## config.mk

```make
export PLATFORM = sky130hd
export DESIGN_NAME = pixel_level_balance_shift
export DESIGN_NICKNAME = d
export VERILOG_FILES = /design/src/rtl/plbs_pkg.sv /design/src/rtl/balance_ratio_mem.sv /design/src/rtl/pixel_level_balance_shift.sv
export VERILOG_INCLUDE_DIRS = /design/src /design/src/rtl
export SDC_FILE = /design/constraint.sdc
export NUM_CORES = 1
export LEC_CHECK = 0
export ABC_CLOCK_PERIOD_IN_PS = 7750
export BUFFER_PORTS_ARGS = -buffer_cell sky130_fd_sc_hd__buf_2
export CAP_MARGIN = 5
export CELL_PAD_IN_SITES_DETAIL_PLACEMENT = 1
export CELL_PAD_IN_SITES_GLOBAL_PLACEMENT = 2
export CORE_UTILIZATION = 33
export CTS_CLUSTER_DIAMETER = 50
export CTS_CLUSTER_SIZE = 30
export DETAILED_ROUTE_END_ITERATION = 8
export PLACE_DENSITY = 0.8
export SYNTH_ARGS = -nofsm -noshare
export SYNTH_HDL_FRONTEND = slang
export SYNTH_HIERARCHICAL = 1
export SYNTH_SLANG_ARGS = --single-unit
```

## constraint.sdc

```tcl
create_clock -name clk_sys_in -period 7.75 [get_ports clk_sys_in]
set_input_delay 0.775 -clock clk_sys_in [delete_from_list [all_inputs] [get_ports clk_sys_in]]
set_output_delay 0.775 -clock clk_sys_in [all_outputs]
set_load 0.005 [all_outputs]
```

## src/rtl/plbs_defs.svh

```systemverilog
`ifndef PLBS_DEFS_SVH
`define PLBS_DEFS_SVH
// ============================================================
// register offsets (word index on the plain register port)
`define OFF_CTRL        3'h0
`define OFF_BLK_SEL     3'h1
`define OFF_BLK_RAW     3'h2
`define OFF_RATIO_SEL   3'h3
`define OFF_RATIO_VAL   3'h4
`define OFF_SHIFT       3'h5
`define OFF_STATUS      3'h6
// ============================================================
// field positions
`define CTRL_DEPTH12_BIT  0
`define CTRL_VARIANT_LSB  1
`define STAT_FRAME_BIT    0
`define STAT_PEND_BIT     1
`define STAT_SAT_BIT      2
// ============================================================
// reset values and limits
`define RST_CTRL        3'h0
`define RST_BLK         10'h000
`define RST_SHIFT       3'h0
`define RATIO_UNITY     10'h040
`define RATIO_MAX       10'h3FF
`define BLK_SEL_ALL     2'h0
`define BLK_MAX_STD     10'h0FF
`define BLK_MAX_NOSH    10'h040
`define BLK_MAX_WIDE    10'h3FF
`define SHIFT_MAX       3'h4
`define PIX_MAX12       12'hFFF
`define PIX_MAX8        12'h0FF
`endif

```

## src/rtl/plbs_pkg.sv

```systemverilog
`default_nettype none
package plbs_pkg;
    // model variant: standard, no-shift, high-res, high-res wide range
    typedef enum logic [1:0] {
        VAR_STD  = 2'h0,
        VAR_NOSH = 2'h1,
        VAR_HIRS = 2'h2,
        VAR_WIDE = 2'h3
    } variant_e;
    // colour of a pixel, also the ratio selector code
    typedef enum logic [1:0] {
        COL_RED   = 2'h0,
        COL_GREEN = 2'h1,
        COL_BLUE  = 2'h2
    } colour_e;
    // frame tracker
    typedef enum logic [1:0] {
        FR_IDLE = 2'h1,
        FR_BUSY = 2'h2
    } frame_e;
    // one pixel beat on the stream
    typedef struct packed {
        logic        valid;
        logic        sof;
        logic        eof;
        logic [1:0]  colour;
        logic [11:0] data;
    } pix_s;
endpackage : plbs_pkg
`default_nettype wire

```

## src/rtl/balance_ratio_mem.sv

```systemverilog
`include "plbs_defs.svh"
`default_nettype none
module balance_ratio_mem (
    // clock and reset
    input  wire logic       clk_sys_in,
    input  wire logic       rst_b_in,
    // software side, shadow copy
    input  wire logic       wr_en_in,
    input  wire logic [1:0] wr_idx_in,
    input  wire logic [9:0] wr_data_in,
    input  wire logic       commit_in,
    input  wire logic [1:0] sh_idx_in,
    output logic      [9:0] sh_data_out,
    // pixel side, active copy
    input  wire logic [1:0] rd_idx_in,
    output logic      [9:0] rd_data_out
);
    logic [9:0] shadow_ff [3];
    logic [9:0] active_ff [3];

    // ============================================================
    // storage: one shadow and one active ratio per colour
    for (genvar i = 0; i < 3; i++) begin : g_ent
        always_ff @(posedge clk_sys_in) begin
            if (!rst_b_in) begin
                shadow_ff[i] <= `RATIO_UNITY;
                active_ff[i] <= `RATIO_UNITY;
            end else begin
                if (wr_en_in && wr_idx_in == 2'(i))
                    shadow_ff[i] <= wr_data_in;
                if (commit_in)
                    active_ff[i] <= shadow_ff[i];
            end
        end
    end

    // ============================================================
    // registered reads; commit bypass so the first pixel of a
    // frame already sees the new ratio; index 3 reads unity
    always_ff @(posedge clk_sys_in) begin
        if (!rst_b_in) begin
            rd_data_out <= `RATIO_UNITY;
            sh_data_out <= `RATIO_UNITY;
        end else begin
            if (rd_idx_in == 2'h3)
                rd_data_out <= `RATIO_UNITY;
            else if (commit_in)
                rd_data_out <= shadow_ff[rd_idx_in];
            else
                rd_data_out <= active_ff[rd_idx_in];
            sh_data_out <= (sh_idx_in == 2'h3) ? `RATIO_UNITY
                                               : shadow_ff[sh_idx_in];
        end
    end
endmodule : balance_ratio_mem
`default_nettype wire

```

## src/rtl/pixel_level_balance_shift.sv

```systemverilog
// Chosen here: the strobed register port and the address map.
`include "plbs_defs.svh"
// Operation
// standard 8 bit: one count per 16
// standard 12 bit: one count per one
// no-shift variant: one count per 4
// high-res 8 bit: one count per 64
// high-res 12 bit: one count per 4
// black range 255, 64 or 1023
// host selects all-channels before black write
// each colour scaled by own ratio
// ratio range 0.00 to 15.9844
// host selects colour, then writes its ratio
// no shift on no-shift variant; x2..x16
// 12 bit no shift passes bits unchanged
// 12 bit shift one: bits 10..0, zero
// 12 bit shift two: bits 9..0, zeros
// 12 bit shift three: bits 8..0, zeros
// any bit above window saturates output
// host keeps readings low enough to shift
// 12 bit shift four: bits 7..0, zeros
// 8 bit no shift outputs bits 11..4
// shift code 0 off, 1..4 shift amount
// clamp after offset and scaling
// settings change only at frame start
`default_nettype none
module pixel_level_balance_shift (
    // clock and reset
    input  wire logic           clk_sys_in,
    input  wire logic           rst_b_in,
    // register port
    input  wire logic [2:0]     reg_addr_in,
    input  wire logic [15:0]    reg_wdata_in,
    input  wire logic           reg_wr_in,
    input  wire logic           reg_rd_in,
    output logic      [15:0]    reg_rdata_out,
    // pixel stream
    input  wire plbs_pkg::pix_s pix_in,
    output var  plbs_pkg::pix_s pix_out
);
    // ============================================================
    // decoding helpers
    function automatic logic [9:0] blk_max(input logic [1:0] v);
        unique case (v)
            plbs_pkg::VAR_NOSH: blk_max = `BLK_MAX_NOSH;
            plbs_pkg::VAR_WIDE: blk_max = `BLK_MAX_WIDE;
            default:            blk_max = `BLK_MAX_STD;
        endcase
    endfunction : blk_max

    // offset in 12 bit digitizer counts; coarse steps truncate
    function automatic logic [11:0] blk_offset(input logic [1:0] v,
                                               input logic d12,
                                               input logic [9:0] b);
        logic [11:0] o;
        o = 12'h000;
        unique case (v)
            plbs_pkg::VAR_NOSH:
                o = d12 ? {4'h0, b[9:2]}
                        : {b[9:2], 4'h0};
            plbs_pkg::VAR_HIRS, plbs_pkg::VAR_WIDE:
                o = d12 ? {4'h0, b[9:2]}
                        : {4'h0, b[9:6], 4'h0};
            default:
                o = d12 ? {2'h0, b}
                        : {2'h0, b[9:4], 4'h0};
        endcase
        blk_offset = o;
    endfunction : blk_offset

    // true when a set bit lies above the selected window
    function automatic logic above_window(input logic [11:0] v,
                                          input logic [2:0] sh);
        above_window = (sh != 3'h0) && ((v >> (4'hC - 4'(sh))) != 12'h0);
    endfunction : above_window

    // ============================================================
    // software shadow settings
    logic [2:0]  ctrl_ff;
    logic [1:0]  blk_sel_ff;
    logic [9:0]  blk_ff;
    logic [1:0]  ratio_sel_ff;
    logic [2:0]  shift_ff;
    logic        pend_ff;
    logic        sat_seen_ff;
    logic [1:0]  var_w;
    logic        wr_ctrl;
    logic        wr_blk;
    logic        wr_ratio;
    logic        wr_shift;
    logic [9:0]  ratio_wval;
    logic        commit;
    logic        sat_evt;

    assign var_w    = ctrl_ff[`CTRL_VARIANT_LSB +: 2];
    assign wr_ctrl  = reg_wr_in && reg_addr_in == `OFF_CTRL;
    assign wr_blk   = reg_wr_in && reg_addr_in == `OFF_BLK_RAW
                      && blk_sel_ff == `BLK_SEL_ALL;
    assign wr_ratio = reg_wr_in && reg_addr_in == `OFF_RATIO_VAL;
    assign wr_shift = reg_wr_in && reg_addr_in == `OFF_SHIFT
                      && reg_wdata_in[15:3] == 13'h0
                      && reg_wdata_in[2:0] <= `SHIFT_MAX;
    // ratio is unsigned 4.6 fixed point; larger values saturate
    assign ratio_wval = (reg_wdata_in[15:10] != 6'h0) ? `RATIO_MAX
                        : reg_wdata_in[9:0];
    assign commit   = pix_in.valid && pix_in.sof;

    // control word and selectors
    always_ff @(posedge clk_sys_in) begin
        if (!rst_b_in) begin
            ctrl_ff      <= `RST_CTRL;
            blk_sel_ff   <= `BLK_SEL_ALL;
            ratio_sel_ff <= plbs_pkg::COL_RED;
        end else begin
            if (wr_ctrl)
                ctrl_ff <= reg_wdata_in[2:0];
            if (reg_wr_in && reg_addr_in == `OFF_BLK_SEL)
                blk_sel_ff <= reg_wdata_in[1:0];
            if (reg_wr_in && reg_addr_in == `OFF_RATIO_SEL)
                ratio_sel_ff <= reg_wdata_in[1:0];
        end
    end

    // black level, clamped to the variant range; a variant change
    // re-clamps the stored value on the cycle after the change
    always_ff @(posedge clk_sys_in) begin
        if (!rst_b_in)
            blk_ff <= `RST_BLK;
        else if (wr_blk)
            blk_ff <= (reg_wdata_in > 16'(blk_max(var_w)))
                      ? blk_max(var_w) : reg_wdata_in[9:0];
        else if (blk_ff > blk_max(var_w))
            blk_ff <= blk_max(var_w);
    end

    // shift code; the no-shift variant holds it at zero
    always_ff @(posedge clk_sys_in) begin
        if (!rst_b_in)
            shift_ff <= `RST_SHIFT;
        else if (var_w == plbs_pkg::VAR_NOSH)
            shift_ff <= `RST_SHIFT;
        else if (wr_shift)
            shift_ff <= reg_wdata_in[2:0];
    end

    // pending flag: a write in the commit cycle stays pending
    always_ff @(posedge clk_sys_in) begin
        if (!rst_b_in)
            pend_ff <= 1'b0;
        else if (wr_ctrl || wr_blk || wr_ratio || wr_shift)
            pend_ff <= 1'b1;
        else if (commit)
            pend_ff <= 1'b0;
    end

    // sticky saturation flag, write one to clear, set wins
    always_ff @(posedge clk_sys_in) begin
        if (!rst_b_in)
            sat_seen_ff <= 1'b0;
        else if (sat_evt)
            sat_seen_ff <= 1'b1;
        else if (reg_wr_in && reg_addr_in == `OFF_STATUS
                 && reg_wdata_in[`STAT_SAT_BIT])
            sat_seen_ff <= 1'b0;
    end

    // ============================================================
    // active settings, loaded only with the first pixel of a frame
    logic        act_d12_ff;
    logic [1:0]  act_var_ff;
    logic [9:0]  act_blk_ff;
    logic [2:0]  act_shift_ff;

    always_ff @(posedge clk_sys_in) begin
        if (!rst_b_in) begin
            act_d12_ff   <= 1'b0;
            act_var_ff   <= plbs_pkg::VAR_STD;
            act_blk_ff   <= `RST_BLK;
            act_shift_ff <= `RST_SHIFT;
        end else if (commit) begin
            act_d12_ff   <= ctrl_ff[`CTRL_DEPTH12_BIT];
            act_var_ff   <= var_w;
            act_blk_ff   <= blk_ff;
            act_shift_ff <= shift_ff;
        end
    end

    // frame tracker, shown in status
    plbs_pkg::frame_e fr_ff;

    always_ff @(posedge clk_sys_in) begin
        if (!rst_b_in)
            fr_ff <= plbs_pkg::FR_IDLE;
        else if (pix_in.valid) begin
            unique case (fr_ff)
                plbs_pkg::FR_IDLE:
                    if (pix_in.sof && !pix_in.eof)
                        fr_ff <= plbs_pkg::FR_BUSY;
                plbs_pkg::FR_BUSY:
                    if (pix_in.eof)
                        fr_ff <= plbs_pkg::FR_IDLE;
                default:
                    fr_ff <= plbs_pkg::FR_IDLE;
            endcase
        end
    end

    // ============================================================
    // ratio store: shadow written by software, active per frame
    logic [9:0] ratio_px;
    logic [9:0] ratio_sh;

    balance_ratio_mem u_ratio (
        .clk_sys_in  (clk_sys_in),
        .rst_b_in    (rst_b_in),
        .wr_en_in    (wr_ratio),
        .wr_idx_in   (ratio_sel_ff),
        .wr_data_in  (ratio_wval),
        .commit_in   (commit),
        .sh_idx_in   (ratio_sel_ff),
        .sh_data_out (ratio_sh),
        .rd_idx_in   (pix_in.colour),
        .rd_data_out (ratio_px)
    );

    // ============================================================
    // stage one: capture the pixel beside its ratio read
    plbs_pkg::pix_s p1_ff;

    always_ff @(posedge clk_sys_in) begin
        if (!rst_b_in)
            p1_ff <= '0;
        else
            p1_ff <= pix_in;
    end

    // stage two arithmetic: offset, scale, clamp, window
    logic [12:0] sum;
    logic [22:0] prod;
    logic [16:0] scaled;
    logic [11:0] clamped;
    logic [11:0] win;
    logic        sat;
    logic [11:0] nxt_data;

    always_comb begin
        sum     = {1'b0, p1_ff.data}
                  + {1'b0, blk_offset(act_var_ff, act_d12_ff, act_blk_ff)};
        prod    = 23'(sum) * 23'(ratio_px);
        scaled  = prod[22:6];
        clamped = (scaled[16:12] != 5'h0) ? `PIX_MAX12
                                          : scaled[11:0];
        win     = 12'(clamped << act_shift_ff);
        sat     = above_window(clamped, act_shift_ff);
        if (act_d12_ff)
            nxt_data = sat ? `PIX_MAX12 : win;
        else
            nxt_data = sat ? `PIX_MAX8 : {4'h0, win[11:4]};
    end

    assign sat_evt = p1_ff.valid && sat;

    // output register; two cycles from input to output
    always_ff @(posedge clk_sys_in) begin
        if (!rst_b_in)
            pix_out <= '0;
        else begin
            pix_out      <= p1_ff;
            pix_out.data <= p1_ff.valid ? nxt_data : 12'h000;
        end
    end

    // ============================================================
    // register reads; ratio comes straight from the store's
    // registered port so a read right after a write is current
    logic [15:0] rdata_ff;
    logic        rd_ratio_ff;

    always_ff @(posedge clk_sys_in) begin
        if (!rst_b_in) begin
            rdata_ff    <= 16'h0000;
            rd_ratio_ff <= 1'b0;
        end else begin
            rd_ratio_ff <= reg_rd_in && reg_addr_in == `OFF_RATIO_VAL;
            rdata_ff    <= 16'h0000;
            if (reg_rd_in) begin
                unique case (reg_addr_in)
                    `OFF_CTRL:      rdata_ff <= {13'h0, ctrl_ff};
                    `OFF_BLK_SEL:   rdata_ff <= {14'h0, blk_sel_ff};
                    `OFF_BLK_RAW:   rdata_ff <= {6'h0, blk_ff};
                    `OFF_RATIO_SEL: rdata_ff <= {14'h0, ratio_sel_ff};
                    `OFF_SHIFT:     rdata_ff <= {13'h0, shift_ff};
                    `OFF_STATUS:    rdata_ff <= {13'h0, sat_seen_ff,
                                       pend_ff, fr_ff == plbs_pkg::FR_BUSY};
                    default:        rdata_ff <= 16'h0000;
                endcase
            end
        end
    end

    assign reg_rdata_out = rd_ratio_ff ? {6'h0, ratio_sh} : rdata_ff;

    // ============================================================
    // checks
    logic unity;
    assign unity = ratio_px == `RATIO_UNITY && act_blk_ff == 10'h0;

    chk_pixel_latency: assert property (@(posedge clk_sys_in)
        disable iff (!rst_b_in) pix_in.valid |-> ##2 pix_out.valid)
        else $error("pixel did not leave two cycles later");
    chk_pass_twelve: assert property (@(posedge clk_sys_in)
        disable iff (!rst_b_in) p1_ff.valid && act_d12_ff && unity
        && act_shift_ff == 3'h0 |=> pix_out.data == $past(p1_ff.data))
        else $error("12 bit unshifted pixel altered");
    chk_shift_one: assert property (@(posedge clk_sys_in)
        disable iff (!rst_b_in) p1_ff.valid && act_d12_ff && unity
        && act_shift_ff == 3'h1 && !p1_ff.data[11]
        |=> pix_out.data == {$past(p1_ff.data[10:0]), 1'b0})
        else $error("shift by one window wrong");
    chk_shift_four: assert property (@(posedge clk_sys_in)
        disable iff (!rst_b_in) p1_ff.valid && act_d12_ff && unity
        && act_shift_ff == 3'h4 && p1_ff.data[11:8] == 4'h0
        |=> pix_out.data == {$past(p1_ff.data[7:0]), 4'h0})
        else $error("shift by four window wrong");
    chk_eight_drop: assert property (@(posedge clk_sys_in)
        disable iff (!rst_b_in) p1_ff.valid && !act_d12_ff && unity
        && act_shift_ff == 3'h0
        |=> pix_out.data == {4'h0, $past(p1_ff.data[11:4])})
        else $error("8 bit pixel not bits 11 to 4");
    chk_sat_window: assert property (@(posedge clk_sys_in)
        disable iff (!rst_b_in) p1_ff.valid && unity && act_shift_ff != 0
        && above_window(p1_ff.data, act_shift_ff) |=> pix_out.data ==
        ($past(act_d12_ff) ? `PIX_MAX12 : `PIX_MAX8))
        else $error("overflowing pixel not saturated");
    chk_commit_frame: assert property (@(posedge clk_sys_in)
        disable iff (!rst_b_in) !commit |=> $stable(act_shift_ff)
        && $stable(act_blk_ff) && $stable(act_d12_ff))
        else $error("setting changed inside a frame");
    chk_black_range: assert property (@(posedge clk_sys_in)
        disable iff (!rst_b_in) wr_blk ##1 !wr_ctrl |=>
        blk_ff <= blk_max(var_w))
        else $error("black level out of range");
    chk_noshift_var: assert property (@(posedge clk_sys_in)
        disable iff (!rst_b_in) var_w == plbs_pkg::VAR_NOSH
        && !wr_ctrl |=> shift_ff == 3'h0)
        else $error("shift active on no-shift variant");
endmodule : pixel_level_balance_shift
`default_nettype wire

```

==> results of run 1 <==
[power by group]
| group | switching (uW) | internal [uW] | total, uW | leakage, uW |
|---|---|---|---|---|
| registers | 30.1 | 929 | 959 | 0.00147 |
| clock network | 398 | 443 | 840 | 0.000295 |
| logic | 419 | 332 | 751 | 0.00519 |
| total | 846 | 1700 | 2550 | 0.00696 |
[layer usage]
metal  track usage (%)  vias up
met4              6.85        0
met1              24.7     5331
met2              33.6      173
met3              1.89       49
li1                  -     5083
met5                 0        -
[registers in the layout, summed over array words and instances (netlist names)]
register             flops
fr_ff                    2
blk_ff                  10
sat_seen_ff              1
ctrl_ff                  3
u_ratio/shadow_ff       30
u_ratio/active_ff       30
ratio_sel_ff             2
pend_ff                  1
rd_ratio_ff              1
pix_out                 17
u_ratio/sh_data_out     10
act_d12_ff               1
act_blk_ff              10
shift_ff                 3
act_shift_ff             3
blk_sel_ff               2
act_var_ff               2
p1_ff                   17
rdata_ff                10
u_ratio/rd_data_out     10
[cell families (layout without fill, tap and decap cells)]
group	after synthesis	count (layout)	synth area share (%)
buffers and inverters	175	309	5.51
muxes	84	84	7.10
xor gates and xnor gates	25	25	1.66
adders and majority gates	174	174	21.4
and+or+nand+nor	499	499	20.1
DFF	165	165	29.6
other	1	6	0.0284
AOI/OAI and AO/OA	269	269	14.6
[how the worst max path moves through the flow]
stage                  start          to  slack (ns)
6_report       act_var_ff[0]  pix_out[7]       -0.06
3_5_place_dp   act_var_ff[1]  pix_out[6]       -0.52
3_3_place_gp   act_var_ff[1]  pix_out[6]       -0.28
5_1_grt        act_var_ff[0]  pix_out[6]       -0.38
4_1_cts        act_var_ff[0]  pix_out[9]       -0.03
2_1_floorplan     act_d12_ff  pix_out[2]       -0.04
[critical path: cells and delay by family (launching register included)]
family,cells,cell delay [ns]
compound gates,12,1.98
fa+ha+maj,8,3.39
buf+inv,4,0.33
flops,1,0.36
mux,1,0.35
simple gates,6,1.24
[cell type report]
| cell class | instances | area (sq um) | area share (%) |
|---|---|---|---|
| repair buffers | 173 | 1190 | 7.55 |
| flip-flops and latches | 165 | 3910 | 24.8 |
| inverters | 104 | 393 | 2.49 |
| clock buffers | 18 | 439 | 2.79 |
| well taps | 518 | 648 | 4.12 |
| multi-input cells | 1057 | 9020 | 57.3 |
| clock inverters | 14 | 153 | 0.969 |
[what timing repair did]
item	CTS	global route
pin swaps	23	19
endpoints found under the setup margin	13	13
gates resized for setup	38	34
buffers inserted	7	2
[cell usage in the layout (no fill, tap or decap), types with 13 or more instances in the layout]
cell       instances
a21o_1            13
a21oi_1           54
a21oi_2           21
and2_1           132
and3_1            39
buf_2             66
buf_4             99
clkbuf_16         17
dfxtp_1          103
edfxtp_1          60
fa_1              84
ha_1              78
inv_1             97
mux2_2            21
mux2i_1           56
nand2_1          142
nand2b_1          25
nand3_1           18
nor2_1            59
nor2b_1           13
nor3_1            15
o21ai_0           32
o21ai_2           13
o22a_1            15
xnor2_1           15
[metrics by stage]
stage	setup TNS, ns	power, uW	instance area, sq um
after global placement	-2.58	1640	14700
after global routing	-4.67	2690	15800
after CTS	-0.174	2540	15600
after detailed placement	-5.59	1660	14700
after floorplan	-0.271	1410	13300
final	-0.466	2550	15800
==> results.toml, run 1 <==
[outcome]
status = "finished, violations left"
failed_checks = "negative setup slack"

[layout]
antenna_cells_inserted = 0
drive_above_1_share_pct = 23.0
area_growth_pct = 19.5
final_util_pct = 40.4
final_cells = 2049
fin_nets = 1732
fill_cells = 4425

[routing]
ant_nets = 0
num_vias = 10600
drt-total-wl_um = 38300
drc = 0
wl_met3_um = 847
vias_per_cell = 5.19
m1WireLength_um = 17500
met2WireLength_um = 19000
top_layer_used = "met4"
drtIter0Drc = 563
drt_pass1_iterations = 4
wl_per_cell_um = 18.7

[pwr]
powerDensity_nw_per_um2 = 162
ir_drop_mv = 0.164
p_leak_uw = 0.00696

[logic_synthesis]
ys_top_cells_by_area = "dfxtp_1 16%, edfxtp_1 14%, fa_1 13%, ha_1 8.4%, and2_1 6.3%"
synthTopCellsByCount = "145 x nand2_1, 132 x and2_1, 105 x dfxtp_1"
syn_area_sq_um = 13200
syn_inst = 1392
ys_seq_area_share_pct = 29.6
synth_flop_cell = "dfxtp_1"
synth_cell_types = 88
synth_edf_count = 60
netlist.area_leader.share_pct = 15.9
ys_ff_latch = 165
syn_avg_cell_area_sq_um = 9.47
ys_async_sr_fraction_pct = 0
synth-warning-count = 6
synth.most_common_cell = "nand2_1"
yosysTopAreaCell = "dfxtp_1"

[sta]
slew_violations = 0
grt_setup_unrepaired = "true"
tightest_slew_ns = 0.974
fmax_mhz = 128
fin_crit_ns = 7.81
whs_ns = 0.438
worst_slack_ns = -0.0645
skew_ns = 0.0100
setup_violations = 13
maxSlewHeadroom_pct = 34.6
hold_viol = 0
finalCritPeriodShare_pct = 101

[worst_setup_path]
endpoint_kind = "flip-flop"
rr_startpoint = "act_var_ff[0]"
required_ns = 8.06
cp_slowest_cell = "fa_2"
cp_max_fo = 7
path_class = "flip-flop to flip-flop"
rrSetupSlack_ns = -0.06
worstPathArrival_ns = 8.12
slowest_delay_ns = 0.57
cp-start-kind = "flip-flop"
r2r_cells = 31
reg2reg_to = "pix_out[7]"

[placed_design]
place.gp.congestion = 0.850
portBuffers = 66
dp.cells = 2008
place_ws_ns = -0.517
hpwl_um = 29600

[clock_tree]
clkSlewWorstSetupHoldPaths_ns = 0.07
cts_hold_buf = 0
cts_buffers = 17
clock_sinks = 165
clock_path_buffers = 2
cts_tree = "yes"
cts-root-buf = "clkbuf_16"
clk_latency_ns = 0.43
htreeDepth = 4

[floorplan]
core_area_sq_um = 39000
io_pins = 73
initial_core_util_pct = 33.8
dieWidth_um = 202
dieArea_sq_um = 40700
rows = 72
die_h_um = 202

[job]
maxCapViolCount = 0

[global_route]
grt_antenna_before_repair = 0
grtUsageTotal_pct = 19.3
gr-total-overflow = 0
grt_pass1_vias = 11500
grt_pass1_wl_um = 62200
grt_max_degree = 78

[worst_hold_path]
min_to = "pix_out[14]"
min_from = "p1_ff[14]"
min_path_type = "flip-flop to flip-flop"
hold_depth = 1
Note: power is estimated with default switching activity, not from simulation.
==> run 2, diff against run 1 <==
- CAP_MARGIN: 5 -> 20
- SYNTH_HIERARCHICAL: 1 -> default
==> run 2 against run 1 <==
Against the previous run: the flow now finishes without violations; register-to-register slack better by 0.30 ns; cell count is 6.7% lower; first-iteration DRC count down 4.3%; sequential cell count unchanged; synthesized cell count fell by 6.1%; core utilization increased by 0.50 points; critical path depth rose by 2; global-route usage up 0.41 points; critical path type unchanged.
==> results.toml, run 2 <==
[worst_setup_path]
path_class = "flip-flop to flip-flop"
reg2reg_to = "pix_out[3]"
required_ns = 8.07
rr_startpoint = "act_var_ff[1]"
cp_slowest_cell = "fa_1"
endpoint_kind = "flip-flop"
slowest_delay_ns = 0.65
rrSetupSlack_ns = 0.23
cp_max_fo = 6
cpMostUsedCell = "a21oi_2"
worstPathArrival_ns = 7.84
cp-start-kind = "flip-flop"
r2r_cells = 33

[routing]
ant_nets = 0
m1WireLength_um = 16100
num_vias = 9974
wl_per_cell_um = 19.3
met2WireLength_um = 19300
wl_met3_um = 1030
top_layer_used = "met4"
drtIter0Drc = 539
drt-total-wl_um = 37000
vias_per_cell = 5.22
drc = 0
drt_pass1_iterations = 4

[floorplan]
core_area_sq_um = 36700
rows = 70
die_h_um = 195
dieArea_sq_um = 38200
io_pins = 73
initial_core_util_pct = 33.7
dieWidth_um = 195

[sta]
hold_viol = 0
setup_tns_ns = 0
whs_ns = 0.433
finalCritPeriodShare_pct = 97.0
tightest_slew_ns = 1.10
grt_setup_unrepaired = "true"
setup_violations = 0
skew_ns = 0.0110
fin_crit_ns = 7.52
slew_violations = 0
maxSlewHeadroom_pct = 26.2
fmax_mhz = 133

[logic_synthesis]
ys_top_cells_by_area = "dfxtp_1 17%, edfxtp_1 15%, fa_1 14%, ha_1 8.9%, and2_1 5.4%"
synthTopCellsByCount = "158 x nand2_1, 116 x nor2_1, 107 x and2_1"
yosysTopAreaCell = "dfxtp_1"
ys_ff_latch = 165
syn_inst = 1307
ys_seq_area_share_pct = 31.6
synth-warning-count = 0
syn_avg_cell_area_sq_um = 9.45
ys_async_sr_fraction_pct = 0
synth.most_common_cell = "nand2_1"
synth_edf_count = 60
synth_cell_types = 80
netlist.area_leader.share_pct = 17.0
syn_area_sq_um = 12400
synth_flop_cell = "dfxtp_1"

[placed_design]
portBuffers = 66
hpwl_um = 27700
place.gp.congestion = 0.861
dp.cells = 1863

[layout]
area_growth_pct = 21.4
final_cell_mix = "153 x nand2_1, 111 x nor2_1, 106 x and2_1"
largestRegisters = "u_ratio.active_ff x30, u_ratio.shadow_ff x30"
fin_nets = 1645
antenna_cells_inserted = 0
fill_cells = 4169
drive_above_1_share_pct = 22.6
mostFrequentLayoutCell = "nand2_1"
final_cells = 1912

[worst_hold_path]
min_path_type = "flip-flop to flip-flop"
min_to = "pix_out[13]"
min_from = "p1_ff[13]"
hold_depth = 1

[clock_tree]
clk_latency_ns = 0.44
clock_path_buffers = 2
cts_tree = "yes"
cts-root-buf = "clkbuf_16"
clock_sinks = 165
htreeDepth = 4
cts_buffers = 17
clkSlewWorstSetupHoldPaths_ns = 0.07

[global_route]
grt_antenna_before_repair = 0
grtUsageTotal_pct = 19.7
gr-total-overflow = 0
grt_max_degree = 69
grt_pass1_vias = 10800
grt_pass1_wl_um = 58900

[job]
maxCapViolCount = 0

[outcome]
status = "completed"

[pwr]
p_leak_uw = 0.00675
ir_drop_mv = 0.149
powerDensity_nw_per_um2 = 223
total_power_uw = 3340
## run 2: cell types whose count changed in the layout (fill, tap and decap cells not counted), moves of 11 or more
cell / change
nand2_1: +11
nor2_1: +52
mux2i_1: -31
nand2b_1: -16
a21oi_2: -11
and2_1: -26
## run 2: routing by layer
metal / track usage, % / up-vias
li1: - / 4720
met1: 24.6 / 5048
met2: 35.5 / 163
met3: 2.37 / 43
met4: 5.40 / 0
met5: 0 / -
## run 2: kinds of logic after synthesis
kind of cell | count (synthesis) | share of synthesized area (%)
AOI/OAI and AO/OA | 227 | 12.8
xor gates and xnor gates | 26 | 1.90
and+or+nand+nor | 491 | 19.4
adders and majority gates | 174 | 22.8
muxes | 55 | 6.03
buffers and inverters | 168 | 5.35
other | 1 | 0.0304
DFF | 165 | 31.6
## run 2: critical path, delay by kind of cell, from the launching register on
kind	cells	cell delay (ns)
xor gates and xnor gates	1	0.11
and+or+nand+nor	2	0.26
AOI/OAI and AO/OA	17	2.69
DFF	1	0.37
adders and majority gates	8	3.20
buffers and inverters	5	0.75
## run 2: worst max-delay path by stage
stage | startpoint | to | slack, ns | cells after the start
after floorplan | act_var_ff[0] | pix_out[2] | 0.01 | 35
after global placement | act_var_ff[1] | pix_out[3] | -0.03 | 35
after detailed placement | act_var_ff[1] | pix_out[3] | -0.19 | 34
after CTS | act_var_ff[1] | pix_out[3] | 0.01 | 34
after global routing | act_var_ff[1] | pix_out[6] | -0.11 | 32
final | act_var_ff[1] | pix_out[3] | 0.23 | 33
## run 2: per-stage QoR
step / setup WS, ns / utilization (%) / cell area, sq um
global route: -0.114 / 40.9 / 15000
detailed placement: -0.194 / 37.3 / 13700
global placement: -0.0273 / 37.3 / 13700
floorplan: 0.0124 / - / 12400
finish: 0.231 / 40.9 / 15000
CTS: 0.0136 / 39.3 / 14400
## run 2: what timing repair did
item / in CTS / in global routing
buffers inserted: 2 / 13
setup endpoints to repair: 13 / 13
pin swaps: 6 / 63
endpoints found under the hold margin: 0 / 0
hold buffers: 0 / 0
resized for setup: 13 / 99
cloned: 0 / 1
## run 2: cell type report
class	instances	area, sq um	area share, %
Clock buffer	17	425	2.84
Clock inverter	15	228	1.52
Inverter	99	372	2.48
Multi-Input combinational cell	979	8350	55.6
Sequential cell	165	3910	26.1
Tap cell	468	586	3.90
Timing Repair Buffer	169	1130	7.55
## run 2: power breakdown
part / switching (uW) / internal (uW) / total, uW / leakage, uW
clock network: 399 / 528 / 926 / 0.000319
registers: 71.3 / 956 / 1030 / 0.00147
logic: 729 / 657 / 1390 / 0.00496
total: 1200 / 2140 / 3340 / 0.00675
==> run 3, diff against run 2 <==
- ABC_AREA: default -> 1
- PLACE_DENSITY: 0.8 -> 0.84
==> run 3 against run 2 <==
Against the previous run: largest power group unchanged; design area is 4.7% higher; the flow now finishes with violations (negative setup slack); core utilization is 0.84 points higher; cell count is 23% higher; register-to-register slack worse by 0.55 ns; sequential share of layout area is 1.2 points lower; clock power is 9.4% lower; first-iteration DRC count is 0.74% lower; via count is 16% higher; worst hold slack worse by 0.016 ns.
==> results.toml, run 3 <==
[sta]
grt_setup_unrepaired = "true"
tightest_slew_ns = 1.05
finalCritPeriodShare_pct = 104
setup_violations = 13
worst_slack_ns = -0.324
whs_ns = 0.417
fin_crit_ns = 8.07
fmax_mhz = 124
setup_tns_ns = -3.86
skew_ns = 0.0123
maxSlewHeadroom_pct = 29.9
slew_violations = 0
hold_viol = 0

[logic_synthesis]
syn_inst = 1643
ys_seq_area_share_pct = 30.9
synth_edf_count = 60
synth-warning-count = 0
synthTopCellsByCount = "300 x nand2_1, 299 x inv_1, 192 x nor2_1"
netlist.area_leader.share_pct = 16.6
ys_async_sr_fraction_pct = 0
synthMuxAreaShare_pct = 1.06
synth_top_family_by_area = "adder cells"
syn_area_sq_um = 12600
ys_top_cells_by_area = "dfxtp_1 17%, edfxtp_1 14%, fa_1 14%, nand2_1 8.9%, inv_1 8.9%"
synth_cell_types = 54
yosys.area_share.simple_pct = 21.8
syn_avg_cell_area_sq_um = 7.69
synth-compound-area-share_pct = 11.3
ys_ff_latch = 165
yosysTopAreaCell = "dfxtp_1"
synth_xor_area_share_pct = 1.04
yosys.area_share.adder_pct = 22.4
synth.most_common_cell = "nand2_1"
synth_flop_cell = "dfxtp_1"

[pwr]
ir_drop_mv = 0.169
p_leak_uw = 0.00786
powerDensity_nw_per_um2 = 222

[worst_setup_path]
cpMostUsedCell = "nand2_2"
cp_slowest_cell = "fa_1"
endpoint_kind = "flip-flop"
slowest_delay_ns = 0.56
cp_max_fo = 5
cp_top_family = "adder cells"
required_ns = 8.13
cp-start-kind = "flip-flop"
path_class = "flip-flop to flip-flop"
worstPathArrival_ns = 8.45
critPathLaunch = "act_var_ff[0]"
rr_startpoint = "act_var_ff[0]"
path_buf_inv = 10

[global_route]
grt_pass1_vias = 12400
grt_pass1_wl_um = 64400
grt_antenna_before_repair = 0
grtUsageTotal_pct = 21.1
grt_max_degree = 54
gr-total-overflow = 0

[floorplan]
core_area_sq_um = 37700
rows = 71
initial_core_util_pct = 33.5
dieArea_sq_um = 39000
io_pins = 73
die_h_um = 198
dieWidth_um = 198

[routing]
drt-total-wl_um = 40200
drtIter0Drc = 535
wl_per_cell_um = 17.1
drt_pass1_iterations = 4
drc = 0
ant_nets = 0
num_vias = 11600
vias_per_cell = 4.91

[worst_hold_path]
min_path_type = "flip-flop to flip-flop"
min_from = "p1_ff[15]"

[layout]
area_growth_pct = 24.4
antenna_cells_inserted = 0
final_cell_mix = "289 x inv_1, 265 x nand2_1, 180 x nor2_1"
largestRegisters = "u_ratio.active_ff x30, u_ratio.shadow_ff x30"
drive_above_1_share_pct = 22.8
final_util_pct = 41.7
fill_cells = 4663
mostFrequentLayoutCell = "inv_1"
multi_input_area_sq_um = 7890
fin_nets = 2044
seqCellArea_sq_um = 3910

[clock_tree]
clk_latency_ns = 0.44
htreeDepth = 4
clkSlewWorstSetupHoldPaths_ns = 0.07
clock_path_buffers = 2
cts-root-buf = "clkbuf_16"
cts_hold_buf = 0
cts_buffers = 17
clock_sinks = 165
cts_tree = "yes"

[outcome]
failed_checks = "negative setup slack"
status = "finished, violations left"

[job]
maxCapViolCount = 0

[placed_design]
portBuffers = 66
hpwl_um = 31100
place.gp.congestion = 0.882
==> run 3: changes by cell type after synthesis, sizes merged, moves of 23 or more <==
cell	delta
nand3	+60
mux2i	-25
and3	-32
inv	+208
nor2	+78
o21ai	+59
nor3	+28
and2	-106
a21oi	+32
clkbuf	-25
o22ai	+23
nand2	+153
==> run 3: worst paths after layout <==
check                                   end  slack (ns)  cells after the start
worst max register to register   pix_out[4]       -0.32                     47
worst min-delay path            pix_out[15]        0.42                      2
worst max-delay path             pix_out[4]       -0.32                     47
worst min register to register  pix_out[15]        0.42                      2
==> run 3: area by class of cell <==
| cell class | instances | share of cell area, % |
|---|---|---|
| Multi-Input combinational cell | 1115 | 50.2 |
| Inverter | 318 | 7.62 |
| Sequential cell | 165 | 24.9 |
| Timing Repair Buffer | 213 | 9.53 |
| Clock buffer | 19 | 2.82 |
| Tap cell | 511 | 4.07 |
| Clock inverter | 13 | 0.868 |
==> run 3: report_power, final <==
part | internal (uW) | switching, uW
clock | 462 | 377
sequential | 964 | 49.8
combinational | 701 | 943
total | 2130 | 1370
==> run 3: per-layer routing <==
metal | vias up | routed length [um] | GRT usage [%]
li1 | 5605 | - | -
met1 | 5706 | 17600 | 25.5
met2 | 174 | 20500 | 38.1
met3 | 68 | 1060 | 2.80
met4 | 0 | 1030 | 7.44
met5 | - | 0 | 0
==> run 3: cell families after synthesis <==
family / after synthesis
AND/OR/NAND/NOR: 649
buffers and inverters: 370
AO/OA/AOI/OAI: 257
adder cells (fa/ha/maj): 174
flip-flops: 165
XOR/XNOR: 15
multiplexers: 12
other: 1
==> run 3: stage by stage <==
step	area [sq um]	setup slack, ns	total power [uW]	instances
after floorplan	12700	0.0173	1820	1648
after global placement	14300	-0.455	2380	2294
after detailed placement	14300	-0.651	2420	2294
after CTS	15500	-0.155	3450	2345
after global routing	15700	-0.799	3720	2354
final	15700	-0.324	3500	2354
==> run 3: tightest hold or removal path, stage by stage, from the launching register on <==
cell	delay [ns]
dfxtp_1	0.31
nand2_1	0.05
inv_1	0.04
==> run 3: timing repair <==
| action | 4_1_cts | 5_1_grt |
|---|---|---|
| resized for setup | 127 | 49 |
| setup buffers | 16 | 9 |
| pin swaps | 69 | 70 |
| cloned | 3 | 0 |
| endpoints found under the setup margin | 13 | 13 |
